==> src/design/port_pattern_pkg.sv <==
// Constants, register map and state types for the port pattern interrupt block.
// Assumes a 32-bit APB slave clocked by pclk at 40 MHz.
package port_pattern_pkg;

   localparam int NUM_UNITS  = 2;
   localparam int NUM_PORTS  = 3;
   localparam int PORT_W     = 16;
   localparam int ADDR_W     = 8;
   localparam int DATA_W     = 32;
   localparam int SEL_W      = 4;
   localparam int NUM_TC     = 6;
   localparam int NUM_PCLK   = 4;

   // Arbitrary value, identifies the block type to software
   localparam logic [15:0] BLOCK_ID_VALUE = 16'h00A5;

   // Word index inside one unit window
   localparam logic [3:0] IDX_ID       = 4'h0;
   localparam logic [3:0] IDX_MODE     = 4'h1;
   localparam logic [3:0] IDX_CLK      = 4'h2;
   localparam logic [3:0] IDX_MASK0    = 4'h3;
   localparam logic [3:0] IDX_CMP0     = 4'h6;
   localparam logic [3:0] IDX_CAPT0    = 4'h9;
   localparam logic [3:0] IDX_LAST     = 4'hB;

   // Byte addresses of the unit windows and of the interrupt registers
   localparam logic [7:0] UNIT0_BASE   = 8'h00;
   localparam logic [7:0] UNIT1_BASE   = 8'h40;
   localparam logic [7:0] IRQ_STATUS   = 8'h80;
   localparam logic [7:0] IRQ_ENABLE   = 8'h84;
   localparam logic [7:0] IRQ_CLEAR    = 8'h88;

   // Field layout
   localparam int MODE_LSB  = 0;
   localparam int MODE_W    = 2;
   localparam int CLK_LSB   = 0;

   // Source select codes
   localparam logic [3:0] SEL_REF      = 4'h0;
   localparam logic [3:0] SEL_RSVD     = 4'h1;
   localparam logic [3:0] SEL_TC0      = 4'h2;
   localparam logic [3:0] SEL_PCLK0    = 4'h8;
   localparam logic [3:0] SEL_STB1     = 4'hC;
   localparam logic [3:0] SEL_STB2     = 4'hD;
   localparam logic [3:0] SEL_STB1_N   = 4'hE;
   localparam logic [3:0] SEL_STB2_N   = 4'hF;

   localparam logic [15:0] MODE_RESET  = 16'h0000;
   localparam logic [3:0]  CLK_RESET   = 4'h0;
   localparam logic [15:0] MASK_RESET  = 16'h0000;
   localparam logic [15:0] CMP_RESET   = 16'h0000;
   localparam logic [15:0] CAPT_RESET  = 16'h0000;

   typedef enum logic [1:0] {
      MODE_OFF    = 2'd0,
      MODE_STROBE = 2'd1,
      MODE_MATCH  = 2'd2,
      MODE_EVENT  = 2'd3
   } int_mode_t;

   typedef logic [NUM_PORTS-1:0][PORT_W-1:0] port_set_t;

   typedef struct packed {
      logic [15:0] mode;
      logic [3:0]  clk_sel;
      port_set_t   mask;
      port_set_t   cmp;
      port_set_t   capt;
      logic        match_prev;
   } unit_t;

   typedef struct packed {
      unit_t [NUM_UNITS-1:0]   u;
      logic [NUM_UNITS-1:0]    status;
      logic [NUM_UNITS-1:0]    enable;
      logic [NUM_UNITS-1:0]    pulse;
      logic                    irq;
      logic [DATA_W-1:0]       prdata;
      logic                    pready;
      logic                    pslverr;
   } top_state_t;

   typedef struct packed {
      logic src_prev;
   } tick_state_t;

endpackage : port_pattern_pkg

==> src/design/sample_tick_select.sv <==
// Picks one sampling source by its select code and turns it into a one-cycle tick.
// Assumes every source is synchronous to pclk.
`timescale 1ns/1ps
module sample_tick_select
   import port_pattern_pkg::*;
(
   input  wire logic                 pclk,
   input  wire logic                 presetn,
   input  wire logic [SEL_W-1:0]     clk_sel,
   input  wire logic [NUM_TC-1:0]    timer_tc,
   input  wire logic [NUM_PCLK-1:0]  prog_clk,
   input  wire logic                 first_external_strobe,
   input  wire logic                 second_external_strobe,
   output logic                      tick
);
   tick_state_t s_q;
   tick_state_t s_d;
   logic        src;

   always_comb
   begin
      src = 1'b0;
      unique case (clk_sel)
         SEL_REF, SEL_RSVD: src = 1'b0;
         SEL_STB1:          src = first_external_strobe;
         SEL_STB2:          src = second_external_strobe;
         SEL_STB1_N:        src = ~first_external_strobe;
         SEL_STB2_N:        src = ~second_external_strobe;
         default:
         begin
            if (clk_sel >= SEL_PCLK0)
               src = prog_clk[2'(clk_sel - SEL_PCLK0)];
            else
               src = timer_tc[3'(clk_sel - SEL_TC0)];
         end
      endcase
      s_d.src_prev = src;
      // Reference code samples on every cycle; reserved code never; others on the rising edge
      if (clk_sel == SEL_REF)
         tick = 1'b1;
      else
         tick = src & ~s_q.src_prev;
   end

   always_ff @(posedge pclk or negedge presetn)
   begin
      if (!presetn)
         s_q <= '0;
      else
         s_q <= s_d;
   end
endmodule : sample_tick_select

==> src/design/port_pattern_interrupt.sv <==
// Two pattern interrupt units over 48 I/O bits, with an APB register slave.
// Assumes port and strobe inputs synchronous to pclk; pclk at 40 MHz.
// What this block does
// - Two independent units, each watching all 48 I/O bits, bit-selectable.
// - Every interrupt latches all port bits into capture, ignoring mask and direction.
// - Pins are tested whether driven as inputs or outputs.
// - Match mode fires once when all unmasked bits come to equal the compare value.
// - Event mode fires when any unmasked bit differs from the capture.
// - Capture reloads on every interrupt, re-arming change detection.
// - Strobe mode fires on each rising edge of the selected strobe, or each falling edge for the inverted codes.
// - Mode field: 3 event, 2 match, 1 strobe, 0 off; resets to zero.
// - Four-bit source select picks the port sampling clock.
// - In strobe mode the select picks the strobe; capture samples the pins on the strobe tick.
// - Per-port 16-bit mask; a set bit excludes that bit.
// - Per-port 16-bit compare value; bit gives the level needed to match.
// - Capture registers are read-only, reset to zero, hold last interrupt levels.
// - Read-only identification register per unit with a fixed value.
`timescale 1ns/1ps
module port_pattern_interrupt
   import port_pattern_pkg::*;
(
   input  wire logic                                 pclk,
   input  wire logic                                 presetn,
   input  wire logic                                 psel,
   input  wire logic                                 penable,
   input  wire logic                                 pwrite,
   input  wire logic [port_pattern_pkg::ADDR_W-1:0]  paddr,
   input  wire logic [port_pattern_pkg::DATA_W-1:0]  pwdata,
   output logic [port_pattern_pkg::DATA_W-1:0]       prdata,
   output logic                                      pready,
   output logic                                      pslverr,
   input  wire logic [47:0]                          io_port_word,
   input  wire logic [port_pattern_pkg::NUM_TC-1:0]  timer_tc,
   input  wire logic [port_pattern_pkg::NUM_PCLK-1:0] prog_clk,
   input  wire logic                                 first_external_strobe,
   input  wire logic                                 second_external_strobe,
   output logic [port_pattern_pkg::NUM_UNITS-1:0]    unit_irq_pulse,
   output logic                                      irq
);
   import port_pattern_pkg::*;

   top_state_t               s_q;
   top_state_t               s_d;
   logic [NUM_UNITS-1:0]     tick;
   port_set_t                pins;

   assign pins = io_port_word;

   // True when any selected bit of a differs from b
   function automatic logic masked_diff(input port_set_t a,
                                        input port_set_t b,
                                        input port_set_t m);
      masked_diff = |((a ^ b) & ~m);
   endfunction : masked_diff

   // True when a byte address is an aligned, valid word inside the chosen unit's window
   function automatic logic unit_hit(input logic [ADDR_W-1:0] a,
                                     input logic               which);
      logic [ADDR_W-1:0] base;
      base = which ? UNIT1_BASE : UNIT0_BASE;
      unit_hit = (a[ADDR_W-1:6] == base[ADDR_W-1:6]) && (a[1:0] == 2'b00)
                 && (a[5:2] <= IDX_LAST);
   endfunction : unit_hit

   function automatic logic addr_mapped(input logic [ADDR_W-1:0] a);
      addr_mapped = unit_hit(a, 1'b0) || unit_hit(a, 1'b1) || a == IRQ_STATUS
                    || a == IRQ_ENABLE || a == IRQ_CLEAR;
   endfunction : addr_mapped

   genvar g;
   generate
      for (g = 0; g < NUM_UNITS; g++)
      begin : g_tick
         sample_tick_select u_tick (
            .pclk                   (pclk),
            .presetn                (presetn),
            .clk_sel                (s_q.u[g].clk_sel),
            .timer_tc               (timer_tc),
            .prog_clk               (prog_clk),
            .first_external_strobe  (first_external_strobe),
            .second_external_strobe (second_external_strobe),
            .tick                   (tick[g])
         );
      end
   endgenerate

   always_comb
   begin
      logic                  wr;
      logic                  rd;
      logic [3:0]            idx;
      logic [NUM_UNITS-1:0]  fire;
      logic [NUM_UNITS-1:0]  clr;
      logic                  match_now;
      logic                  strobe_sel;
      logic [DATA_W-1:0]     rdata;
      int_mode_t             mode;
      wr         = psel & penable & s_q.pready & pwrite;
      rd         = psel & ~penable & ~pwrite;
      idx        = paddr[5:2];
      fire       = '0;
      clr        = '0;
      match_now  = 1'b0;
      strobe_sel = 1'b0;
      rdata      = '0;
      mode       = MODE_OFF;
      s_d        = s_q;

      // Pattern evaluation per unit
      for (int i = 0; i < NUM_UNITS; i++)
      begin
         mode       = int_mode_t'(s_q.u[i].mode[MODE_LSB +: MODE_W]);
         // Pin levels are read straight from the pads, direction not considered
         match_now  = !masked_diff(pins, s_q.u[i].cmp, s_q.u[i].mask);
         strobe_sel = s_q.u[i].clk_sel >= SEL_STB1;
         unique case (mode)
            MODE_OFF:
               fire[i] = 1'b0;
            MODE_STROBE:
               fire[i] = strobe_sel & tick[i];
            MODE_MATCH:
               fire[i] = tick[i] & match_now & ~s_q.u[i].match_prev;
            MODE_EVENT:
               fire[i] = tick[i]
                         & masked_diff(pins, s_q.u[i].capt, s_q.u[i].mask);
         endcase
         if (mode == MODE_MATCH && tick[i])
            s_d.u[i].match_prev = match_now;
         else if (mode != MODE_MATCH)
            s_d.u[i].match_prev = 1'b0;
         if (fire[i])
            s_d.u[i].capt = pins;
      end

      // APB register writes, taken at the access edge
      if (wr)
      begin
         for (int i = 0; i < NUM_UNITS; i++)
         begin
            if (unit_hit(paddr, 1'(i)))
            begin
               if (idx == IDX_MODE)
                  s_d.u[i].mode = pwdata[15:0];
               if (idx == IDX_CLK)
                  s_d.u[i].clk_sel = pwdata[CLK_LSB +: SEL_W];
               for (int p = 0; p < NUM_PORTS; p++)
               begin
                  if (idx == IDX_MASK0 + 4'(p))
                     s_d.u[i].mask[p] = pwdata[PORT_W-1:0];
                  if (idx == IDX_CMP0 + 4'(p))
                     s_d.u[i].cmp[p] = pwdata[PORT_W-1:0];
               end
            end
         end
         if (paddr == IRQ_ENABLE)
            s_d.enable = pwdata[NUM_UNITS-1:0];
         if (paddr == IRQ_CLEAR)
            clr = pwdata[NUM_UNITS-1:0];
      end

      // Sticky status: a new interrupt wins over a clear in the same cycle
      s_d.status = (s_q.status & ~clr) | fire;
      s_d.pulse  = fire;
      s_d.irq    = |(s_d.status & s_d.enable);

      // Read data is fetched in the setup cycle and presented in the access cycle
      for (int i = 0; i < NUM_UNITS; i++)
      begin
         if (unit_hit(paddr, 1'(i)))
         begin
            if (idx == IDX_ID)
               rdata[15:0] = BLOCK_ID_VALUE;
            if (idx == IDX_MODE)
               rdata[15:0] = s_q.u[i].mode;
            if (idx == IDX_CLK)
               rdata[CLK_LSB +: SEL_W] = s_q.u[i].clk_sel;
            for (int p = 0; p < NUM_PORTS; p++)
            begin
               if (idx == IDX_MASK0 + 4'(p))
                  rdata[PORT_W-1:0] = s_q.u[i].mask[p];
               if (idx == IDX_CMP0 + 4'(p))
                  rdata[PORT_W-1:0] = s_q.u[i].cmp[p];
               if (idx == IDX_CAPT0 + 4'(p))
                  rdata[PORT_W-1:0] = s_q.u[i].capt[p];
            end
         end
      end
      if (paddr == IRQ_STATUS)
         rdata[NUM_UNITS-1:0] = s_q.status;
      if (paddr == IRQ_ENABLE)
         rdata[NUM_UNITS-1:0] = s_q.enable;

      s_d.prdata  = rd ? rdata : '0;
      s_d.pready  = psel & ~penable;
      s_d.pslverr = psel & ~penable & ~addr_mapped(paddr);
   end

   always_ff @(posedge pclk or negedge presetn)
   begin
      if (!presetn)
         s_q <= '0;
      else
         s_q <= s_d;
   end

   assign prdata         = s_q.prdata;
   assign pready         = s_q.pready;
   assign pslverr        = s_q.pslverr;
   assign unit_irq_pulse = s_q.pulse;
   assign irq            = s_q.irq;

endmodule : port_pattern_interrupt

==> config.mk <==
export PLATFORM = sky130hd
export DESIGN_NAME = port_pattern_interrupt
export DESIGN_NICKNAME = d
export VERILOG_FILES = /design/src/design/port_pattern_pkg.sv /design/src/design/sample_tick_select.sv /design/src/design/port_pattern_interrupt.sv
export SDC_FILE = /design/constraint.sdc
export NUM_CORES = 1
export LEC_CHECK = 0
export ABC_AREA = 1
export ABC_CLOCK_PERIOD_IN_PS = 2000
export BUFFER_PORTS_ARGS = -buffer_cell sky130_fd_sc_hd__clkbuf_2
export CORE_MARGIN = 8
export CORE_UTILIZATION = 33
export CTS_CLUSTER_DIAMETER = 40
export CTS_CLUSTER_SIZE = 24
export DETAILED_ROUTE_END_ITERATION = 6
export PLACE_DENSITY_LB_ADDON = 0.15
export SETUP_SLACK_MARGIN = 0.3
export SLEW_MARGIN = 40
export SYNTH_ARGS = -nofsm -noshare
export SYNTH_HDL_FRONTEND = slang
export SYNTH_SLANG_ARGS = --single-unit
==> constraint.sdc <==
create_clock -name pclk -period 2 [get_ports pclk]
set_input_delay 0.3 -clock pclk [delete_from_list [all_inputs] [get_ports pclk]]
set_output_delay 0.3 -clock pclk [all_outputs]
set_load 0.005 [all_outputs]
# --- After elaboration in Yosys (flattened, before gate mapping) ---
# Cells that the tools add are included.
# Widths: inputs -> output; s select.
word_totals:
  register_bits: 357
  out_inout_bits: 37
  wordCells: 216
op_classes:
  n_addsub: 4
  magnitude_cmp: 9
  eq_ne: 33
  mux: 54
  bitwise_logic: 39
  reduce_logical: 44
ops:
  columns: ["op", "count"]
  rows:
  - ["$mux 16", 25]
  - ["$and 48x48->48", 4]
  - ["$reduce_or 48->1", 4]
  - ["$xor 48x48->48", 4]
  - ["$not 48->48", 2]
  - ["$eq 4x4->1 const B", 12]
  - ["$reduce_and 3->1", 16]
  - ["$eq 8x8->1 const B", 3]
  - ["$and 1x1->1", 16]
  - ["$eq 4x3->1 const B", 4]
  - ["$ge 4x4->1 const B", 4]
  - ["$eq 4x1->1 const B", 3]
  - ["$logic_not 4->1", 3]
  - ["$mux 1", 12]
  - ["$mux 2", 6]
  - ["$pmux 1 s5", 2]
  - ["$not 1->1", 9]
  - ["$eq 2x2->1 const B", 4]
  - ["$eq 4x2->1 const B", 2]
  - ["$logic_not 2->1", 4]
  - ["$lt 3x4->1 const B", 2]
  - ["$mux 4", 2]
  - ["$mux 8", 1]
  - ["$pmux 1 s4", 2]
  - ["16 further kinds", 37]

# --- Depth between registers and ports, before layout ---
logic_depth:
  word_depth: 31
  ltp_mapped: 30
  depth_no_buf: 30

# --- Cells and area by module ---
# Synthesis repeated with hierarchy kept, for this count alone.
unflattened:
  hier_cells: 2730
  area_unflattened_um2: 20138.1
modules_own_cells:
  columns: ["mod", "instances", "cells_per_inst", "area_per_inst_um2", "seq_area_each_um2"]
  rows:
  - ["port_pattern_interrupt", 1, 2646, 19686.4, 8883.5]
  - ["sample_tick_select (g_tick[0].u_tick)", 1, 42, 226.5, 25.0]
  - ["sample_tick_select (g_tick[1].u_tick)", 1, 42, 225.2, 25.0]

# --- Least setup slack after synthesis ---
# OpenSTA, ideal clock, no wires.
synth_timing:
  path_type: "input to register"
  start: "in io_port_word[24]"
  end: "reg s_q[218] (netlist bit)"
  setup_ps: 123
  arrival_ps: 2052
  t_required_ps: 1877
  path_slack_ps: -175
  cell_stages: 11
  n_path_buf: 3
  cell_sequence: "buf_2 o21ai_0 nand2_1 or4_1 nor4_2 a32o_1 nand2_2 buf_6 buf_4 nand2_1 o21ai_1"
synth_via:
  elab_chain_len: 7
synth_lines:
  columns: ["item", "line", "text"]
  rows:
  - ["start: declaration", "port_pattern_interrupt.sv:32", "input wire logic [47:0] io_port_word,"]
  - ["$xor 48x48->48", "port_pattern_interrupt.sv:53", "masked_diff = |((a ^ b) & ~m);"]
  - ["$and 48x48->48", "port_pattern_interrupt.sv:53", null]
  - ["$reduce_or 48->1", "port_pattern_interrupt.sv:53", null]
  - ["$logic_not 1->1", "port_pattern_interrupt.sv:114", "match_now = !masked_diff(pins, s_q.u[i].cmp, s_q.u[i].mask);"]
  - ["$and 1x1->1 (2 in a row)", "port_pattern_interrupt.sv:122", "fire[i] = tick[i] & match_now & ~s_q.u[i].match_prev;"]
  - ["$pmux 1 s4 (*)", "port_pattern_interrupt.sv:116", "unique case (mode)"]
  - ["end signal: assignment", "port_pattern_interrupt.sv:201", "s_q <= '0;"]
  - ["end signal: assignment", "port_pattern_interrupt.sv:203", "s_q <= s_d;"]
  - ["end: declaration", "port_pattern_interrupt.sv:42", "top_state_t s_q;"]
# Every way passes the cells marked *; elsewhere a longest branch is shown, timed or not.
# A chain may end at the register's enable or synchronous reset.

# --- Worst setup path in the final report ---
layout_timing:
  start: "reg s_q[97] (netlist bit)"
  end: "reg s_q[62] (netlist bit)"
layout_via:
  elab_chain_len: 7
layout_lines:
  columns: ["item", "line"]
  rows:
  - ["$xor 48x48->48", "port_pattern_interrupt.sv:53"]
  - ["$and 48x48->48", "port_pattern_interrupt.sv:53"]
  - ["$reduce_or 48->1", "port_pattern_interrupt.sv:53"]
  - ["$logic_not 1->1", "port_pattern_interrupt.sv:114"]
  - ["$and 1x1->1 (2 in a row)", "port_pattern_interrupt.sv:122"]
  - ["$pmux 1 s4", "port_pattern_interrupt.sv:116"]
# No other way between the ends.

==> flow_summary.yaml <==
critical_path:
  rr_startpoint: "s_q[97]"
  criticalPathCategory: "register to register"
  reg2reg_to: "s_q[62]"
  crit_end: "s_q[62]"
  crit_path_max_incr_delay_ps: 410
  path_cells: "xnor2_1 -> buf_4 -> o2111ai_4 -> nor4_2 -> buf_4 -> nand3_4 -> nor4_4 -> buf_4 -> a32o_2 -> nand2_8 -> buf_12 -> buf_16 -> nand2_4 -> o21ai_2"
  critPathMaxFanout: 8
  critPathArrivalTime_ps: 3330
  crit_top_cell: "buf_4"
  worstPathRequired_ps: 2490
  end_kind: "register"
  path_buf_inv: 5
  cpLargestDelayFamily: "buffers and inverters"
  startpoint_type: "register"
  rrSetupSlack_ps: -840
  cp_num_cells: 14
  cp_slowest_cell: "dfrtp_1"
  cp-startpoint: "s_q[97]"
  r2r_cells: 14
synth:
  yosys_warnings: 0
  synth_cell_types: 47
  synthCells: 2720
  netlist.area_leader.share: 0.448
  synth-edff-count: 0
  ys_seq_area_frac: 0.448
  ys_async_sr_fraction: 1.00
  synth_ff_type: "dfrtp_1"
  syn_area_sq_um: 19900
  synthTopCellsByArea: "dfrtp_1 45%, nand2_1 15%, o21ai_0 13%"
  synth_seq_cells: 357
  synth_top_cell_by_area: "dfrtp_1"
  yosysMostFrequentCell: "nand2_1"
  syn-mean-instance-area_sq_um: 7.33
  synth_common_cells: "784 x nand2_1, 522 x o21ai_0, 357 x dfrtp_1"
status:
  status: "complete, but fails checks"
  violations: "setup timing"
global_route:
  grt_pass1_vias: 21600
  gr-total-overflow: 0
  grt_max_degree: 44
  grtUsageTotal: 0.297
  grt_pass1_wl_um: 148000
  antenna_found_initial: 5
cells_and_area:
  fin_nets: 3597
  drive_above_1_share: 0.406
  area_growth_pct: 62.9
  utilization: 0.541
  post-route-cell-area_sq_um: 32500
power:
  power_mw: 23.6
  ir_drop_v: 0.000600
  leakage_nw: 15.8
  power_frac_seq: 0.308
  p_int_mw: 17.6
  p_sw_frac: 0.252
  netSwitchingPower_mw: 5.96
  power.share.combinational: 0.094
  power.density_nw_per_um2: 727
  pwr-share-clk: 0.597
floorplan:
  die_y_um: 262
  die_w_um: 262
  rows: 90
  io_pins: 142
  core_area_sq_um: 60000
  start_util: 0.332
  die-area_sq_um: 68500
sta:
  worstMarginPinSlew_ps: 779
  setup_ws_ps: -839
  final-setup-viol-count: 118
  clock_skew_ps: 28.8
  clock.fmax_mhz: 352
  setup_tns_ps: -83820
  maxSlewViolCount: 0
  rsz0062_at_grt: "true"
  hold_viol: 0
  maxSlewHeadroom: 0.480
  timing.final.crit_share: 1.42
  fin_crit_ps: 2840
cts:
  cts_made_buffers: 81
  tritoncts: "done"
  clk_transition_reported_paths_ps: 50
  insertion_delay_ps: 620
  cts_buffer_depth: 3
  cts_root_buffer: "clkbuf_16"
  htree_levels: 3
  cts.sinks: 357
drt:
  drt_wl_total_um: 108000
  final_antenna_net_count: 0
  vias: 23300
  wl_per_cell_um: 25.0
  via_per_inst: 5.37
  drc_errors: 0
  first_pass_iters: 6
  drt_iter0_markers: 2833
hold_path:
  min_path_type: "primary input to register"
placement:
  hpwl_um: 73900
  place_area_sq_um: 26100
  gp_congestion: 1.00
  portBuffers: 109
job:
  cap_violations: 0
## cell usage in the layout (no fill, tap or decap), drive strengths merged, types with 3 or more instances in the layout
| cell | count |
|---|---|
| dfrtp | 357 |
| nor2 | 113 |
| a221oi | 4 |
| o311ai | 3 |
| nand2 | 795 |
| inv | 265 |
| a2111oi | 3 |
| buf | 736 |
| xnor2 | 61 |
| nand3b | 6 |
| o211ai | 3 |
| conb | 16 |
| nand3 | 63 |
| or2 | 15 |
| o22ai | 27 |
| bufinv | 12 |
| clkbuf | 216 |
| dlygate4sd3 | 5 |
| nand4 | 31 |
| o21bai | 3 |
| o21ai | 563 |
| clkinv | 20 |
| nor4 | 11 |
| nor3 | 11 |
| a21o | 4 |
| a21oi | 176 |
| o2111ai | 14 |
| clkinvlp | 10 |
## routing by layer
layer / up-vias / global-route usage / routed length, um / part of all wire
met2: 1342 / 0.437 / 46000 / 0.42
met4: 6 / 0.123 / 5480 / 0.051
met5: - / 0 / 36 / 0.00033
met3: 282 / 0.0623 / 11600 / 0.11
li1: 10500 / - / - / -
met1: 11200 / 0.420 / 45400 / 0.42
## power groups by stage
stage,Clock (mW),Sequential [mW],Combinational [mW]
6_report,14.1,7.28,2.23
3_5_place_dp,0,7.39,1.94
2_1_floorplan,0,7.39,0.717
4_1_cts,14.2,7.28,2.01
5_1_grt,14.6,7.27,2.36
3_3_place_gp,0,7.39,1.94
## final cells by class
class / count / area [sq um]
well taps: 782 / 978
inverters: 262 / 1030
clock inverters: 45 / 581
flip-flops and latches: 357 / 8940
repair buffers: 855 / 7540
fillers: 5564 / 27500
multi-input cells: 1935 / 11100
diodes: 2 / 5.00
clock buffers: 102 / 2280
## timing repair
action                                  in CTS  in global routing
endpoints found under the setup margin     177                353
gates cloned                                16                 15
setup buffers                               18                 38
pin swaps                                   13                173
endpoints found under the hold margin       32                  0
resized for setup                          233                434
hold buffers                                 5                  0
## state kept, by name (all words and copies together), names as in the netlist
signal	cells
s_q	334
prdata	16
g_tick.u_tick.s_q	2
unit_irq_pulse	2
irq	1
pready	1
pslverr	1
## through the flow
stage | hold slack [ps] | worst slack (ps) | cells
floorplan | 4.41 | -53.4 | 2735
CTS | 10.2 | -753 | 4285
finish | 42.8 | -839 | 4340
global placement | 277 | -1340 | 4099
detailed placement | 267 | -1310 | 4099
global route | 51.5 | -889 | 4338
## how the worst min path moves through the flow
| stage | slack (ps) | to | depth (start not counted) | from |
|---|---|---|---|---|
| global route | 50 | s_q[62] | 3 | io_port_word[20] |
| finish | 40 | s_q[62] | 3 | io_port_word[20] |
| floorplan | 4 | g_tick[0].u_tick.s_q | 0 | presetn |
| detailed placement | 270 | prdata[0] | 1 | presetn |
| global placement | 280 | prdata[0] | 1 | presetn |
| CTS | 10 | s_q[227] | 3 | io_port_word[20] |
## cells by family (layout without fill, tap and decap cells)
logic type | Yosys count | after routing | synth area share
flops | 357 | 357 | 0.448
compound gates | 809 | 809 | 0.212
buf+inv | 444 | 1264 | 0.0957
simple gates | 1046 | 1047 | 0.216
xor+xnor | 63 | 63 | 0.0277
other cells | 1 | 18 | 0.000188
## worst register-to-register path, cell delays in order, from the launching register on
cell and delay, ps:
dfrtp_1 410, xnor2_1 180, buf_4 170, o2111ai_4 120, nor4_2 270, buf_4 170
nand3_4 60, nor4_4 340, buf_4 190, a32o_2 190, nand2_8 100, buf_12 180
buf_16 160, nand2_4 120, o21ai_2 50
Power figures use the tool's default switching activity.
